--- config.mk ---
export PLATFORM = sky130hd
export DESIGN_NAME = serial_module_host_port
export DESIGN_NICKNAME = d
export VERILOG_FILES = /design/src/verilog/serial_port_pkg.sv /design/src/verilog/timer_counter.sv /design/src/verilog/serial_module_host_port.sv
export VERILOG_INCLUDE_DIRS = /design/src /design/src/verilog
export SDC_FILE = /design/constraint.sdc
export NUM_CORES = 1
export LEC_CHECK = 0
export BUFFER_PORTS_ARGS = -buffer_cell sky130_fd_sc_hd__buf_2
export CAP_MARGIN = 20
export CORE_ASPECT_RATIO = 1.75
export CORE_MARGIN = 2
export CORE_UTILIZATION = 56
export CTS_CLUSTER_SIZE = 25
export DETAILED_ROUTE_END_ITERATION = 7
export GPL_TIMING_DRIVEN = 0
export PLACE_DENSITY = 0.79
export SYNTH_ARGS = -nofsm -noshare
export SYNTH_HDL_FRONTEND = slang
export SYNTH_SLANG_ARGS = --single-unit
export TNS_END_PERCENT = 20
--- constraint.sdc ---
create_clock -name clk -period 2.15 [get_ports clk]
set_clock_uncertainty 0.05 [all_clocks]
set_input_delay 0.43 -clock clk [delete_from_list [all_inputs] [get_ports clk]]
set_output_delay 0.43 -clock clk [all_outputs]
set_load 0.1 [all_outputs]
--- src/verilog/serial_port_params.svh ---
// timing, field and reset constants for the serial module host port
`ifndef SERIAL_PORT_PARAMS_SVH
`define SERIAL_PORT_PARAMS_SVH
`define CLK_PERIOD_NS 25
`define DIV_WIDTH 4
`define DIV_RESET 4'h0
`define DIV_HALF_BIT 0
`define DIV_SIXTEENTH_BIT 3
`define CNT_WIDTH 16
`define CNT_RESET 16'h0000
`define CTRL_RESET 8'h00
`define TIMER_CTRL_ADDR 2'h3
`define TIMER_CHAN_CNT 3
`define SC_DATA_ADDR 1'b0
`define SC_CTRL_ADDR 1'b1
`define SC_STATUS_TX_READY_FLAG_BIT 0
`endif

--- src/verilog/serial_port_pkg.sv ---
// types shared by the serial module host port
package serial_port_pkg;
  typedef enum logic [2:0]
  {
    SC_IDLE = 3'b001,
    SC_WAIT_CMD = 3'b010,
    SC_RUN = 3'b100
  } sc_state_type;
  typedef enum logic [1:0]
  {
    IRQ_SRC_TIMER_A = 2'h0,
    IRQ_SRC_TIMER_B = 2'h1,
    IRQ_SRC_TX_READY = 2'h2,
    IRQ_SRC_OFF = 2'h3
  } irq_src_type;
endpackage

--- src/verilog/timer_counter.sv ---
// one down counter of the interval timer, square-wave style output
`timescale 1ns/1ps
`include "serial_port_params.svh"
module timer_counter
  import serial_port_pkg::*;
(
  input wire logic clk,
  input wire logic rst,
  input wire logic tick,
  input wire logic load,
  input wire logic [7:0] load_data,
  input wire logic load_high,
  output logic [`CNT_WIDTH-1:0] count,
  output logic out
);
  logic [`CNT_WIDTH-1:0] reload_ff; // programmed divisor
  logic [`CNT_WIDTH-1:0] nxt_reload;
  logic [`CNT_WIDTH-1:0] count_ff; // running count
  logic [`CNT_WIDTH-1:0] nxt_count;
  logic out_ff; // toggles at each terminal count
  logic nxt_out;

  // next-state: byte loads and counting on tick
  always_comb
  begin
    nxt_reload = reload_ff;
    nxt_count = count_ff;
    nxt_out = out_ff;
    if (load)
    begin
      // byte load; low first then high
      if (load_high)
      begin
        nxt_reload = {load_data, reload_ff[7:0]};
        nxt_count = {load_data, reload_ff[7:0]};
      end
      else
      begin
        nxt_reload = {reload_ff[15:8], load_data};
      end
    end
    else if (tick)
    begin
      // reload at one and toggle the output
      if (count_ff <= 16'h0001)
      begin
        nxt_count = reload_ff;
        nxt_out = ~out_ff;
      end
      else
      begin
        nxt_count = count_ff - 16'h0001;
      end
    end
  end

  // registers
  always_ff @(posedge clk)
  begin
    if (rst)
    begin
      reload_ff <= `CNT_RESET;
      count_ff <= `CNT_RESET;
      out_ff <= 1'b0;
    end
    else
    begin
      reload_ff <= nxt_reload;
      count_ff <= nxt_count;
      out_ff <= nxt_out;
    end
  end

  assign count = count_ff;
  assign out = out_ff;
endmodule

--- src/verilog/serial_module_host_port.sv ---
// host-side attachment logic of the plug-in serial module
// Contract
// - reset idles serial controller until new control words
// - address bit zero picks internal register
// - both address bits pick timer counter or control
// - read returns controller data/status or counter value
// - write stores controller words or timer loads
// - controller ignores strobes, floats bus when deselected
// - timer select gates access only, counters run
// - eight-bit bidirectional data bus carries all traffic
// - each interrupt jumpered to timer a, b, or ready
// - four-bit counter divides base clock by two, sixteen
// - third counter output toggled only at its own terminal count
`timescale 1ns/1ps
`include "serial_port_params.svh"
module serial_module_host_port
  import serial_port_pkg::*;
(
  input wire logic clk,
  input wire logic rst,
  input wire logic addr_bit0,
  input wire logic addr_bit1,
  input wire logic host_read_strobe_n,
  input wire logic host_write_strobe_n,
  input wire logic serial_ctrl_select_n,
  input wire logic timer_select_n,
  input wire logic [7:0] host_data_in,
  output logic [7:0] host_data_out,
  output logic host_data_oe,
  input wire logic [1:0] irq_a_jumper,
  input wire logic [1:0] irq_b_jumper,
  output logic irq_out_a,
  output logic irq_out_b,
  output logic timer_out_c,
  output logic tx_ready_flag,
  output logic module_present_n
);
  // decode of the timer channel from the two address bits
  function automatic logic chan_hit(input logic [1:0] addr, input int idx);
    chan_hit = (addr == idx[1:0]);
  endfunction
  // pick an interrupt source by jumper
  function automatic logic irq_pick(input logic [1:0] sel, input logic ta,
                                    input logic tb, input logic rdy);
    case (sel)
      IRQ_SRC_TIMER_A: irq_pick = ta;
      IRQ_SRC_TIMER_B: irq_pick = tb;
      IRQ_SRC_TX_READY: irq_pick = rdy;
      default: irq_pick = 1'b0;
    endcase
  endfunction
  logic [1:0] addr; // combined address bits
  logic wr_strobe_ff; // delayed write strobe for edge detect
  logic nxt_wr_strobe;
  logic wr_edge; // one-cycle write pulse at strobe end
  logic sc_wr; // controller write, gated by its select
  logic tm_wr; // timer write, gated by its select
  assign addr = {addr_bit1, addr_bit0};
  assign wr_edge = wr_strobe_ff & host_write_strobe_n;
  assign sc_wr = wr_edge & ~serial_ctrl_select_n;
  assign tm_wr = wr_edge & ~timer_select_n;
  // strobe history next value
  always_comb
  begin
    nxt_wr_strobe = ~host_write_strobe_n;
  end
  // strobe history register
  always_ff @(posedge clk)
  begin
    if (rst)
    begin
      wr_strobe_ff <= 1'b0;
    end
    else
    begin
      wr_strobe_ff <= nxt_wr_strobe;
    end
  end
  // clock division chain
  logic [`DIV_WIDTH-1:0] div_ff; // free-running four-bit counter
  logic [`DIV_WIDTH-1:0] nxt_div;
  logic [`DIV_WIDTH-1:0] div_prev_ff; // previous value for edge ticks
  logic half_tick; // rising edge of divide-by-two
  logic sixteenth_tick; // rising edge of divide-by-sixteen
  // synchronous counter next value
  always_comb
  begin
    nxt_div = div_ff + 4'h1;
  end
  // counter registers
  always_ff @(posedge clk)
  begin
    if (rst)
    begin
      div_ff <= `DIV_RESET;
      div_prev_ff <= `DIV_RESET;
    end
    else
    begin
      div_ff <= nxt_div;
      div_prev_ff <= div_ff;
    end
  end
  // ticks from counter bit rises: divide by two and sixteen
  assign half_tick = div_ff[`DIV_HALF_BIT] & ~div_prev_ff[`DIV_HALF_BIT];
  assign sixteenth_tick = div_ff[`DIV_SIXTEENTH_BIT] &
                          ~div_prev_ff[`DIV_SIXTEENTH_BIT];

  // timer control word and byte pointers
  logic [7:0] tm_ctrl_ff; // last control word
  logic [7:0] nxt_tm_ctrl;
  logic [`TIMER_CHAN_CNT-1:0] high_ptr_ff; // next byte is high byte
  logic [`TIMER_CHAN_CNT-1:0] nxt_high_ptr;
  logic [`TIMER_CHAN_CNT-1:0] tm_load; // per-channel load pulse
  logic [`TIMER_CHAN_CNT-1:0] tm_out; // per-channel output
  logic [`TIMER_CHAN_CNT-1:0] tm_tick; // per-channel clock
  logic [`CNT_WIDTH-1:0] tm_count [`TIMER_CHAN_CNT]; // live counts

  // control word captures and byte order per channel
  always_comb
  begin
    nxt_tm_ctrl = tm_ctrl_ff;
    nxt_high_ptr = high_ptr_ff;
    if (tm_wr && addr == `TIMER_CTRL_ADDR)
    begin
      nxt_tm_ctrl = host_data_in;
      // control word for a channel restarts its byte order
      if (host_data_in[7:6] != 2'h3)
      begin
        nxt_high_ptr[host_data_in[7:6]] = 1'b0;
      end
    end
    else if (tm_wr)
    begin
      nxt_high_ptr[addr] = ~high_ptr_ff[addr];
    end
  end

  // timer control registers
  always_ff @(posedge clk)
  begin
    if (rst)
    begin
      tm_ctrl_ff <= `CTRL_RESET;
      high_ptr_ff <= '0;
    end
    else
    begin
      tm_ctrl_ff <= nxt_tm_ctrl;
      high_ptr_ff <= nxt_high_ptr;
    end
  end

  // timer channels; counting ignores the select
  genvar gi;
  generate
    for (gi = 0; gi < `TIMER_CHAN_CNT; gi = gi + 1)
    begin : g_chan
      assign tm_load[gi] = tm_wr & chan_hit(addr, gi);
      // channel a on the fast clock, the rest on the slow one
      assign tm_tick[gi] = (gi == 0) ? half_tick : sixteenth_tick;
      timer_counter u_cnt
      (
        .clk(clk),
        .rst(rst),
        .tick(tm_tick[gi]),
        .load(tm_load[gi]),
        .load_data(host_data_in),
        .load_high(high_ptr_ff[gi]),
        .count(tm_count[gi]),
        .out(tm_out[gi])
      );
    end
  endgenerate

  // serial controller mode/command state
  sc_state_type sc_state_ff;
  sc_state_type nxt_sc_state;
  logic [7:0] sc_mode_ff; // mode word
  logic [7:0] nxt_sc_mode;
  logic [7:0] sc_cmd_ff; // command word
  logic [7:0] nxt_sc_cmd;
  logic [7:0] sc_tx_ff; // transmit holding byte
  logic [7:0] nxt_sc_tx;
  logic sc_tx_full_ff; // holding byte not yet taken
  logic nxt_sc_tx_full;
  logic [7:0] sc_status; // status as read by the host

  // controller sequencing: mode word, then command, then running
  always_comb
  begin
    nxt_sc_state = sc_state_ff;
    nxt_sc_mode = sc_mode_ff;
    nxt_sc_cmd = sc_cmd_ff;
    nxt_sc_tx = sc_tx_ff;
    nxt_sc_tx_full = sc_tx_full_ff;
    // holding byte drains while the third counter output is high and command bit 0 is set
    if (sc_tx_full_ff && tm_out[2] && sc_cmd_ff[0])
    begin
      nxt_sc_tx_full = 1'b0;
    end
    case (sc_state_ff)
      SC_IDLE:
      begin
        // only a control write leaves idle
        if (sc_wr && addr_bit0 == `SC_CTRL_ADDR)
        begin
          nxt_sc_mode = host_data_in;
          nxt_sc_state = SC_WAIT_CMD;
        end
      end
      SC_WAIT_CMD:
      begin
        if (sc_wr && addr_bit0 == `SC_CTRL_ADDR)
        begin
          nxt_sc_cmd = host_data_in;
          nxt_sc_state = SC_RUN;
        end
      end
      SC_RUN:
      begin
        if (sc_wr && addr_bit0 == `SC_CTRL_ADDR)
        begin
          nxt_sc_cmd = host_data_in;
          // internal reset bit returns to idle
          if (host_data_in[6])
          begin
            nxt_sc_state = SC_IDLE;
          end
        end
        else if (sc_wr)
        begin
          nxt_sc_tx = host_data_in;
          nxt_sc_tx_full = 1'b1;
        end
      end
      default:
      begin
        nxt_sc_state = SC_IDLE;
      end
    endcase
  end

  // controller registers; reset forces idle
  always_ff @(posedge clk)
  begin
    if (rst)
    begin
      sc_state_ff <= SC_IDLE;
      sc_mode_ff <= `CTRL_RESET;
      sc_cmd_ff <= `CTRL_RESET;
      sc_tx_ff <= `CTRL_RESET;
      sc_tx_full_ff <= 1'b0;
    end
    else
    begin
      sc_state_ff <= nxt_sc_state;
      sc_mode_ff <= nxt_sc_mode;
      sc_cmd_ff <= nxt_sc_cmd;
      sc_tx_ff <= nxt_sc_tx;
      sc_tx_full_ff <= nxt_sc_tx_full;
    end
  end

  assign sc_status = {7'h00, ~sc_tx_full_ff};
  // output next values
  logic [7:0] nxt_data_out;
  logic nxt_data_oe;
  logic nxt_irq_a;
  logic nxt_irq_b;
  logic nxt_tx_ready;
  logic [7:0] data_out_ff;
  logic data_oe_ff;
  logic irq_a_ff;
  logic irq_b_ff;
  logic tx_ready_ff;
  logic timer_c_ff;
  logic present_n_ff;
  // read mux, bus enable and interrupt routing
  always_comb
  begin
    nxt_data_out = 8'h00;
    nxt_data_oe = 1'b0;
    nxt_tx_ready = (sc_state_ff == SC_RUN) & sc_cmd_ff[0] & ~sc_tx_full_ff;
    if (!host_read_strobe_n && !serial_ctrl_select_n)
    begin
      nxt_data_oe = 1'b1;
      nxt_data_out = addr_bit0 ? sc_status : sc_tx_ff;
    end
    else if (!host_read_strobe_n && !timer_select_n)
    begin
      nxt_data_oe = 1'b1;
      if (addr == `TIMER_CTRL_ADDR)
      begin
        nxt_data_out = 8'h00; // control word not readable
      end
      else
      begin
        nxt_data_out = high_ptr_ff[addr] ? tm_count[addr][15:8]
                                         : tm_count[addr][7:0];
      end
    end
    nxt_irq_a = irq_pick(irq_a_jumper, tm_out[0], tm_out[1], tx_ready_ff);
    nxt_irq_b = irq_pick(irq_b_jumper, tm_out[0], tm_out[1], tx_ready_ff);
  end

  // output registers
  always_ff @(posedge clk)
  begin
    if (rst)
    begin
      data_out_ff <= 8'h00;
      data_oe_ff <= 1'b0;
      irq_a_ff <= 1'b0;
      irq_b_ff <= 1'b0;
      tx_ready_ff <= 1'b0;
      timer_c_ff <= 1'b0;
      present_n_ff <= 1'b0;
    end
    else
    begin
      data_out_ff <= nxt_data_out;
      data_oe_ff <= nxt_data_oe;
      irq_a_ff <= nxt_irq_a;
      irq_b_ff <= nxt_irq_b;
      tx_ready_ff <= nxt_tx_ready;
      timer_c_ff <= tm_out[2];
      present_n_ff <= 1'b0;
    end
  end

  assign host_data_out = data_out_ff;
  assign host_data_oe = data_oe_ff;
  assign irq_out_a = irq_a_ff;
  assign irq_out_b = irq_b_ff;
  assign tx_ready_flag = tx_ready_ff;
  assign timer_out_c = timer_c_ff;
  assign module_present_n = present_n_ff;
endmodule

## Word-level counts from Yosys, hierarchy flattened

Cells that the tools add are included.

- Register bits: 137
- Output and inout port bits: 14

- Add/sub/neg operators: 4
- $lt $le $gt $ge: 8
- Eq/ne operators: 19
- Muxes and demuxes: 43
- Bitwise logic cells: 30
- Reductions and logical operators: 35

Operators with widths:

| cell | count |
|---|---|
| 2-to-1 mux 16 bit | 14 |
| <= comparator 16 x 1 -> 1 bit, second input constant | 3 |
| subtractor 16 x 1 -> 16 bit, second input constant | 3 |
| 2-to-1 mux 8 bit | 5 |
| binary-select mux 16 bit (select 2 bit) | 1 |
| AND reduction 2 bit | 11 |
| 2-to-1 mux 3 bit | 7 |
| NOT 1 bit | 17 |
| inequality test 2 bit, second input constant | 8 |
| AND reduction 3 bit | 4 |
| AND 1 bit | 10 |
| 2-to-1 mux 1 bit | 9 |
| case mux 3 bit (3 select lines) | 1 |
| == test 2 bit, second input constant | 4 |
| logical AND 1 bit | 8 |
| nonzero test 2 bit | 4 |
| == test 2 x 1 -> 1 bit, second input constant | 3 |
| zero test 2 bit | 3 |
| < comparator 2 x 3 -> 1 bit, second input constant | 2 |
| case mux 1 bit (3 select lines) | 2 |
| adder 4 x 1 -> 4 bit, second input constant | 1 |
| demux 1 bit (select 2 bit) | 2 |
| >= comparator 2 x 1 -> 1 bit, second input constant | 2 |
| AND reduction 4 bit | 1 |
| other kinds (12) | 14 |

## Longest topological paths before layout

Gate-level depths: netlist (run 1).

- Depth after elaboration: 8
- Mapped depth: 10

## Hierarchy

A second synthesis (run 1) with hierarchy kept.

- Cells, all modules: 875
- Area total of the unflattened synthesis: 7383.3 um^2

Modules (own cells, without submodules):

| module | times used | cells an instance | area each (um^2) |
|---|---|---|---|
| timer_counter (g_chan[0].u_cnt ...) | 2 | 227 | 1851.8 |
| serial_module_host_port | 1 | 200 | 1876.8 |
| timer_counter (g_chan[2].u_cnt) | 1 | 221 | 1803.0 |

## Worst setup path before layout (run 1)

No wires, ideal clock.

- Kind: register to register
- Start point: register g_chan[1].u_cnt.count_ff[2]
- End point: register g_chan[1].u_cnt.count_ff[2]
- Arrival: 2164 ps
- Data required time: 1972 ps
- Path slack: -191 ps
- Stages on the path, launching flop included: 8
- Buffers on the path: 1
- Clock period less this slack: 2341 ps
- Cells stage by stage: dfxtp_1 -> buf_6 -> or4_4 -> or4_4 -> o21ai_0 -> o21ai_0 -> a222oi_1 -> nor2_1

- Longest elaborated chain between the ends: 4
- Elaborated cells between the ends (all ways): 5
- Classes of those cells: add/sub (1); order compare (1); mux (3)

Ends and longest elaborated chain:

| what | line | text |
|---|---|---|
| start: declaration | timer_counter.sv:18 | `` logic [`CNT_WIDTH-1:0] count_ff; `` |
| start signal: assignment | timer_counter.sv:63 | `` count_ff <= `CNT_RESET; `` |
| start signal: assignment | timer_counter.sv:69 | `count_ff <= nxt_count;` |
| subtractor 16 x 1 -> 16 bit or <= comparator 16 x 1 -> 1 bit (tied branches) | timer_counter.sv:52, timer_counter.sv:45 |  |
| 2-to-1 mux 16 bit * | timer_counter.sv:45 | `if (count_ff <= 16'h0001)` |
| 2-to-1 mux 16 bit * | timer_counter.sv:42 | `else if (tick)` |
| 2-to-1 mux 16 bit * | timer_counter.sv:29 | `if (load)` |

Mark *: on every way between the ends. The rest lies on a longest branch, timed or not. The select of a mux whose other input is x is not followed.
A chain may end at the register's enable or synchronous reset.

## Worst setup path in the final report (run 1)

- Start point: register g_chan[1].u_cnt.count_ff[5]
- End point: register g_chan[1].u_cnt.count_ff[5]

The elaborated chain is that of the path after synthesis.

==> results.json, run 1 <==
{
  "grt_setup_unrepaired": "true",
  "ys_top_cells_by_area": "dfxtp_1 39%, nand2_1 8.2%, a21oi_1 7.8%",
  "cap_viol_max_count": 0,
  "core_sq_um": 12000,
  "route.detailed.drc": 0,
  "start_util_pct": 57.4,
  "clkSinkCount": 135,
  "syn_to_final_growth_pct": 19.9,
  "synth_top_cell_area_share_pct": 39.2,
  "violations": "setup timing",
  "ir_drop_mv": 0.784,
  "antenna_found_initial": 0,
  "timing.fmax_mhz": 421,
  "layoutNonFillerInstCount": 1125,
  "synth-edff-count": 0,
  "async_flop_share_pct": 0,
  "worst_slew_pin_slew_ps": 979,
  "synth_area_leader_cell": "dfxtp_1",
  "grtUsageMet2_pct": 61.8,
  "drt-pass1-iter-count": 6,
  "setup_tns_ps": -3380,
  "nFillCells": 1006,
  "dr_total_vias": 7303,
  "die_area_sq_um": 13200,
  "slew_violations": 0,
  "cp.arrival_ps": 2680,
  "post-place-ws_ps": -924,
  "ys_types": 67,
  "grt_max_degree": 17,
  "regArea_sq_um": 2730,
  "syn_nets": 914,
  "gp_congestion": 0.975,
  "yosysWarnings": 0,
  "ios": 34,
  "drt_iter0_markers": 647,
  "period_share_pct": 110,
  "avgSynthCellArea_sq_um": 7.77,
  "power.leakage_nw": 3.13,
  "die_w_um": 87.9,
  "nets": 974,
  "min_period_ps": 2370,
  "yosys.cell_count.top_type": "nand2_1",
  "clk_path_buf_depth": 2,
  "syn-instance-count": 887,
  "slew_headroom_pct": 34.8,
  "drive_gt1_share_pct": 17.4,
  "antenna_cells": 0,
  "htree_levels": 4,
  "yosys_most_used_dff": "dfxtp_1",
  "worst_slack_ps": -224,
  "die_h_um": 151,
  "grtUsageMet1_pct": 39.9,
  "critPathKind": "flip-flop to flip-flop",
  "grtUsageTotal_pct": 37.0,
  "drt_wl_total_mm": 24.1,
  "rr_worst_depth": 7,
  "status": "complete, but fails checks",
  "synth.ff_latch_count": 135,
  "start_kind": "flip-flop",
  "finalHoldViolations": 0,
  "grt_pass1_wl_mm": 36.7,
  "grt_pass1_vias": 6931,
  "synth_common_cells": "150 x nand2_1, 135 x dfxtp_1, 107 x a21oi_1",
  "cp.required_ps": 2450,
  "hold_depth": 2,
  "place_inst": 1078,
  "ys_seq_area_share_pct": 39.2,
  "via_per_inst": 6.49,
  "insertion_delay_ps": 430,
  "hold_path_class": "input pin to flip-flop",
  "final_util_pct": 68.9,
  "power.density_nw_per_um2": 1070,
  "rows": 53,
  "syn_area_sq_um": 6890,
  "wl_per_cell_um": 21.4,
  "cts_root_buf": "clkbuf_16",
  "critPathMaxFanout": 7,
  "grtUsageMet3_pct": 8.39,
  "multi_input_area_sq_um": 4140,
  "port_buffers": 26,
  "finalSetupViolCount": 30,
  "grt.busiest_layer": "met2",
  "gr-total-overflow": 0,
  "ant_nets": 0,
  "hpwl_mm": 16.2,
  "cts_buffers": 17,
  "clk_pin_slew_worst_paths_ps": 60,
  "cts_tree": "built",
  "cp-end-kind": "flip-flop"
}
-- metal layers --
metal	vias to the layer above	routed length [um]
met5	-	0
met4	0	1960
met3	146	1850
met2	461	11900
met1	3385	8400
li1	3311	-
-- flip-flops by register name (all words and copies together) (netlist names) --
name / flops
g_chan.u_cnt.count: 48
g_chan.u_cnt.reload_ff: 48
host_data_out: 8
sc_tx_ff: 8
div_ff: 4
g_chan.u_cnt.out: 3
high_ptr_ff: 3
sc_state_ff: 3
div_prev_ff: 2
host_data_oe: 1
irq_out_a: 1
irq_out_b: 1
sc_cmd_ff: 1
sc_tx_full_ff: 1
timer_out_c: 1
tx_ready_flag: 1
wr_strobe_ff: 1
-- final timing paths --
| path | end | startpoint | slack [ps] |
|---|---|---|---|
| max | g_chan[1].u_cnt.count[5] | g_chan[1].u_cnt.count[5] | -220 |
| min | host_data_oe | host_read_strobe_n | 180 |
| max reg2reg | g_chan[1].u_cnt.count[5] | g_chan[1].u_cnt.count[5] | -220 |
| min reg2reg | g_chan[1].u_cnt.reload_ff[9] | g_chan[1].u_cnt.reload_ff[9] | 400 |
-- power by group --
group	switching [mW]	leakage, nW	internal [mW]
Combinational	1.74	1.76	1.32
Sequential	0.285	1.10	2.66
Clock	1.25	0.271	1.62
Total	3.27	3.13	5.60
-- area by class of cell --
class	count	area share (%)
multi-input cells	676	50.1
inverters	19	0.863
clock inverters	14	1.68
flip-flops and latches	135	33.0
plain buffers	52	3.21
well taps	165	2.50
clock buffers	18	5.19
repair buffers	46	3.48
-- repair_timing --
item,CTS,global route
cloned,1,0
buffers inserted,13,6
pin swaps,11,14
resized for setup,51,37
hold buffers,0,0
setup endpoints to repair,83,60
-- kinds of logic after synthesis --
| kind of cell | Yosys count | synth area share, % |
|---|---|---|
| and+or+nand+nor | 350 | 23.4 |
| AOI/OAI and AO/OA | 264 | 23.6 |
| xor gates and xnor gates | 21 | 2.67 |
| buffers and inverters | 76 | 4.94 |
| other | 1 | 0.0544 |
| DFF | 135 | 39.2 |
| adders and majority gates | 7 | 1.27 |
| muxes | 33 | 4.88 |
-- cell usage in the layout (no fill, tap or decap), drive strengths merged, types with 4 or more instances in the layout --
cell and instances:
clkbuf 56, mux2 5, a21oi 107, a211o 13, nor4 17, o211ai 13
a211oi 7, a21o 4, o21ai 53, nand3 23, nor2 87, o31ai 7
a32oi 6, or4 7, inv 26, xnor2 9, nor2b 7, nor3 26
a31oi 17, ha 7, o21a 4, nand2 150, and2 6, dfxtp 135
nand2b 7, xor2 12, a221oi 11, buf 59, mux2i 28
-- stage by stage --
stage / hold WS, ps / total power, mW / instance area (sq um)
after floorplan: 372 / 4.57 / 6900
after global placement: 387 / 5.08 / 7240
after detailed placement: 392 / 5.10 / 7240
after CTS: 173 / 8.31 / 8090
after global routing: 181 / 9.19 / 8270
final: 185 / 8.88 / 8270
-- critical path, cell delays in order, from the launching register on --
cell     delay (ps)
dfxtp_4         350
or4_4           540
or4_4           450
or2_1           250
buf_6           150
o21ai_4         250
a32oi_1         100
a21oi_1         160
(Power assumes the default switching activity.)
==> inputs of run 2 (changes only) <==
--- a/config.mk
+++ b/config.mk
@@ -17,5 +17,6 @@
 export PLACE_DENSITY = 0.79
 export SYNTH_ARGS = -nofsm -noshare
 export SYNTH_HDL_FRONTEND = slang
+export SYNTH_HIERARCHICAL = 1
 export SYNTH_SLANG_ARGS = --single-unit
 export TNS_END_PERCENT = 20
==> results.json, run 2 <==
{
  "status": "finished clean",
  "crit_path_cell_trace": "nand3b_1 -> buf_4 -> nor3_4 -> buf_6 -> nand2_2 -> o21ai_0 -> o21ai_1 -> a311oi_1 -> nor4_1",
  "insertion_delay_ps": 420,
  "rr_worst_depth": 9,
  "syn_area_sq_um": 7380,
  "postLayoutCellArea_sq_um": 8640,
  "finalHoldViolations": 0,
  "slew_headroom_pct": 52.3,
  "ys_seq_area_share_pct": 36.6,
  "cts_buffers": 17,
  "ys_top_cells_by_area": "dfxtp_1 37%, mux2i_1 8.1%, nand2_1 7.2%",
  "cp_top_family": "compound AO/OA/AOI/OAI gates",
  "hp-start": "timer_select_n",
  "gr-total-overflow": 0,
  "syn_to_final_growth_pct": 17.1,
  "clk_path_buf_depth": 2,
  "gp_congestion": 1.03,
  "antenna_found_initial": 0,
  "cts_tree": "built",
  "fin_total_pwr_mw": 6.55,
  "holdPathEnd": "host_data_oe",
  "synth-simple-area-share_pct": 26.1,
  "synth_xor_area_share_pct": 2.85,
  "antenna_cells": 0,
  "synth-edff-count": 0,
  "period_share_pct": 98.4,
  "path_buf_inv": 2,
  "power.density_nw_per_um2": 757,
  "rows": 55,
  "synth_compound_area_share_pct": 20.3,
  "start_util_pct": 57.1,
  "timing.fmax_mhz": 473,
  "cap_viol_max_count": 0,
  "start_kind": "flip-flop",
  "grt_max_degree": 17,
  "critPathKind": "flip-flop to flip-flop",
  "hold_path_class": "input pin to flip-flop",
  "syn-instance-count": 875,
  "drt-pass1-iter-count": 5,
  "hpwl_mm": 15.9,
  "htree_levels": 4,
  "wl_per_cell_um": 20.0,
  "yosys_most_used_dff": "dfxtp_1",
  "postCtsHoldBufs": 0,
  "reg2reg_from": "wr_strobe_ff",
  "synth.ff_latch_count": 135,
  "grt_pass1_wl_mm": 35.4,
  "slew_violations": 0,
  "syn_nets": 902,
  "synth_fa_ha_area_share_pct": 1.19,
  "drive_gt1_share_pct": 18.8,
  "final_cell_mix": "138 x nand2_1, 130 x dfxtp_1, 68 x a21oi_1",
  "synth.area.mux_share_pct": 8.54,
  "cp_slowest_stage_delay_ps": 360,
  "ant_nets": 0,
  "die_area_sq_um": 14200,
  "synth_top_cell_area_share_pct": 36.6,
  "async_flop_share_pct": 0,
  "dr_total_vias": 7133,
  "via_per_inst": 6.33,
  "critPathMaxFanout": 10,
  "synth_top_family_by_area": "simple AND/OR/NAND/NOR gates",
  "timing.rr.end": "g_chan[1].u_cnt/count[15]",
  "yosysWarnings": 6,
  "grt_pass1_vias": 6870,
  "route.detailed.drc": 0,
  "die_w_um": 90.8,
  "yosys.cell_count.top_type": "nand2_1",
  "drt_wl_total_mm": 22.6,
  "synth_common_cells": "142 x nand2_1, 135 x dfxtp_1, 68 x a21oi_1",
  "hold_depth": 2,
  "finalSetupViolCount": 0,
  "clk_pin_slew_worst_paths_ps": 60,
  "r2r_slack_ps": 30,
  "die_h_um": 156,
  "drt_iter0_markers": 695,
  "synth_area_leader_cell": "dfxtp_1",
  "grtUsageTotal_pct": 31.7,
  "power.leakage_nw": 3.10,
  "avgSynthCellArea_sq_um": 8.44,
  "clkSinkCount": 135,
  "startpoint": "wr_strobe_ff",
  "ys_types": 77,
  "ir_drop_mv": 0.564,
  "cp-end-kind": "flip-flop",
  "cp.arrival_ps": 2360,
  "place_area_sq_um": 7750,
  "port_buffers": 30,
  "grt_setup_unrepaired": "true",
  "cts_root_buf": "clkbuf_16",
  "holdWs_ps": 159,
  "nets": 970,
  "min_period_ps": 2120,
  "ios": 34,
  "mostFrequentLayoutCell": "nand2_1",
  "crit_slowest_cell": "dfxtp_1",
  "cp.required_ps": 2400,
  "core_sq_um": 12900,
  "worst_slew_pin_slew_ps": 712
}
==> run 2: cell types whose count changed after synthesis, moves of 10 or more <==
cell / delta
o21ai_0: -26
xnor2_1: +12
o2bb2ai_1: +16
mux2i_1: +32
nor2_1: -28
o22ai_1: +18
clkbuf_1: -14
nand4_1: +11
a21oi_1: -39
a211oi_1: +11
o211ai_1: -10
a211o_1: -13
==> run 2: per-layer routing <==
| metal | wire (um) | global-route usage, % | vias up |
|---|---|---|---|
| li1 | - | - | 3313 |
| met1 | 8120 | 33.3 | 3370 |
| met2 | 11600 | 57.5 | 340 |
| met3 | 1390 | 5.94 | 110 |
| met4 | 1460 | 20.6 | 0 |
| met5 | 0 | 0 | - |
==> run 2: area by class of cell <==
| cell class | count | area [sq um] |
|---|---|---|
| repair buffers | 50 | 313 |
| plain buffers | 49 | 287 |
| clock buffers | 18 | 439 |
| inverters | 18 | 67.6 |
| multi-input cells | 672 | 4490 |
| fillers | 1102 | 4290 |
| flip-flops and latches | 135 | 2720 |
| well taps | 171 | 214 |
| clock inverters | 14 | 116 |
==> run 2: cell families after synthesis <==
family                     Yosys count
AOI/OAI and AO/OA                  221
buffers and inverters               68
and+or+nand+nor                    357
xor gates and xnor gates            24
muxes                               62
adders and majority gates            7
DFF                                135
other                                1
==> run 2: worst max-delay path by stage <==
stage	end	slack, ps	cells after the start
after detailed placement	g_chan[0].u_cnt/count[12]	-800	9
final	g_chan[1].u_cnt/count[15]	30	9
after global routing	g_chan[2].u_cnt/count[8]	-40	6
after floorplan	g_chan[0].u_cnt/count[11]	-80	9
after CTS	g_chan[2].u_cnt/count[12]	-30	9
after global placement	g_chan[0].u_cnt/count[14]	-780	9
==> run 2: what timing repair did <==
action                                  CTS  global route
gates resized for setup                  29            37
endpoints found under the setup margin   74            61
pin swaps                                 4             9
setup buffers                             9            11
==> run 2: report_power, final <==
| group | leakage (nW) | internal, mW | switching, mW |
|---|---|---|---|
| Combinational | 1.74 | 0.467 | 0.662 |
| Clock | 0.268 | 1.53 | 1.21 |
| Sequential | 1.09 | 2.56 | 0.115 |
| Total | 3.10 | 4.56 | 1.99 |
==> run 2: stage by stage <==
step / setup WS [ps] / setup TNS, ps / utilization, % / std cells
2_1_floorplan: -83.1 / -298 / - / 875
3_3_place_gp: -778 / -33470 / 59.9 / 1076
5_1_grt: -36.2 / -102 / 66.8 / 1127
4_1_cts: -27.2 / -27.2 / 65.3 / 1116
6_report: 33.7 / 0 / 66.8 / 1127
3_5_place_dp: -797 / -34700 / 59.9 / 1076
==> run 2: worst register-to-register path: stages, from the launching register on <==
cell      delay [ps]
dfxtp_1          360
nand3b_1          80
buf_4            180
nor3_4           260
buf_6            190
nand2_2          160
o21ai_0          220
o21ai_1          130
a311oi_1         280
nor4_1            90
==> inputs of run 3 (changes only) <==
--- a/config.mk
+++ b/config.mk
@@ -15,6 +15,7 @@
 export DETAILED_ROUTE_END_ITERATION = 7
 export GPL_TIMING_DRIVEN = 0
 export PLACE_DENSITY = 0.79
+export RECOVER_POWER = 50
 export SYNTH_ARGS = -nofsm -noshare
 export SYNTH_HDL_FRONTEND = slang
 export SYNTH_HIERARCHICAL = 1
==> results.json, run 3 (synthesized netlist as in run 2, its figures left out) <==
{
  "r2r_slack_ps": 40,
  "reg2reg_from": "wr_strobe_ff",
  "drive_gt1_share_pct": 18.6,
  "dr_total_vias": 7091,
  "start_util_pct": 57.1,
  "hold_depth": 2,
  "fin_total_pwr_mw": 6.54,
  "nFillCells": 1105,
  "place_area_sq_um": 7750,
  "hp-start": "timer_select_n",
  "route.detailed.drc": 0,
  "postLayoutCellArea_sq_um": 8630,
  "core_sq_um": 12900,
  "ios": 34,
  "nets": 970,
  "period_share_pct": 97.9,
  "critPathMaxFanout": 10,
  "ant_nets": 0,
  "setup_tns_ps": 0,
  "slew_headroom_pct": 52.2,
  "port_buffers": 30,
  "clkSinkCount": 135,
  "clk_path_buf_depth": 2,
  "grt_pass1_vias": 6870,
  "drt-pass1-iter-count": 5,
  "power.density_nw_per_um2": 759,
  "syn_to_final_growth_pct": 16.8,
  "power.leakage_nw": 3.08,
  "timing.fmax_mhz": 475,
  "finalHoldViolations": 0,
  "start_kind": "flip-flop",
  "antenna_found_initial": 0,
  "timing.rr.end": "g_chan[1].u_cnt/count[15]",
  "via_per_inst": 6.29,
  "hold_path_class": "input pin to flip-flop",
  "gp_congestion": 1.03,
  "final_util_pct": 66.7,
  "grt_pass1_wl_mm": 35.4,
  "slew_violations": 0,
  "rows": 55,
  "min_period_ps": 2110,
  "antenna_cells": 0,
  "die_h_um": 156,
  "hpwl_mm": 15.9,
  "rr_worst_depth": 9,
  "die_area_sq_um": 14200,
  "worst_slew_pin_slew_ps": 717,
  "holdWs_ps": 163,
  "grtUsageTotal_pct": 31.7,
  "drt_iter0_markers": 703,
  "grt_setup_unrepaired": "true",
  "drt_wl_total_mm": 22.6,
  "cts_root_buf": "clkbuf_16",
  "status": "finished clean",
  "cp-end-kind": "flip-flop",
  "holdPathEnd": "host_data_oe",
  "ir_drop_mv": 0.564,
  "gr-total-overflow": 0,
  "insertion_delay_ps": 420,
  "final_cell_mix": "138 x nand2_1, 130 x dfxtp_1, 68 x a21oi_1",
  "mostFrequentLayoutCell": "nand2_1",
  "critPathKind": "flip-flop to flip-flop",
  "cts_tree": "built",
  "cp.required_ps": 2400,
  "htree_levels": 4,
  "cap_viol_max_count": 0,
  "finalSetupViolCount": 0,
  "grt_max_degree": 17,
  "die_w_um": 90.8,
  "cts_buffers": 17,
  "clk_pin_slew_worst_paths_ps": 60,
  "wl_per_cell_um": 20.0,
  "cp.arrival_ps": 2350
}
[run 3: changes by cell type in the layout (fill, tap and decap cells not counted), sizes merged]
cell,delta
buf,-16
clkbuf,+16
[run 3: metrics by stage]
stage	std cells	setup slack (ps)
2_1_floorplan	875	-83.1
6_report	1127	44.7
4_1_cts	1116	-27.2
3_3_place_gp	1076	-778
3_5_place_dp	1076	-797
5_1_grt	1127	-36.2
[run 3: metal layers]
metal,global-route usage [%],vias to the layer above,part of all wire (%)
li1,-,3307,-
met1,33.3,3357,36
met2,57.5,327,52
met3,5.94,100,6.1
met4,20.6,0,6.5
met5,0,-,0
[run 3: critical path, cell delays in order (launching register included)]
cell and delay [ps]:
dfxtp_1 360, nand3b_1 80, buf_4 180, nor3_4 270
buf_6 190, nand2_2 160, o21ai_0 210, o21ai_1 120
a311oi_1 270, nor4_1 90
[run 3: worst max path at each step]
stage | startpoint | endpoint | slack, ps | cells past startpoint
global placement | timer_select_n | g_chan[0].u_cnt/count[14] | -780 | 9
CTS | wr_strobe_ff | g_chan[2].u_cnt/count[12] | -30 | 9
detailed placement | timer_select_n | g_chan[0].u_cnt/count[12] | -800 | 9
floorplan | addr_bit0 | g_chan[0].u_cnt/count[11] | -80 | 9
finish | wr_strobe_ff | g_chan[1].u_cnt/count[15] | 40 | 9
global route | g_chan[2].u_cnt/count[11] | g_chan[2].u_cnt/count[8] | -40 | 6
[run 3: timing repair]
| item | CTS | global route |
|---|---|---|
| setup endpoints to repair | 74 | 61 |
| buffers inserted | 9 | 11 |
| resized for setup | 29 | 37 |
| gates cloned | 0 | 0 |
| pin swaps | 4 | 9 |
| hold buffers | 0 | 0 |
[run 3: report_power, final]
group	switching [mW]	total (mW)	internal, mW
clock network	1.21	2.74	1.53
registers	0.115	2.67	2.56
logic	0.663	1.13	0.467
total	1.98	6.54	4.56
[run 3: cell type report]
cell class                      count  area, sq um  share of cell area, %
Sequential cell                   135         2720                   31.5
Multi-Input combinational cell    672         4480                   51.9
Clock inverter                     14          116                   1.35
Timing Repair Buffer               50          312                   3.61
Inverter                           18         67.6                  0.783
Tap cell                          171          214                   2.48
Buffer                             49          283                   3.28
Clock buffer                       18          439                   5.09
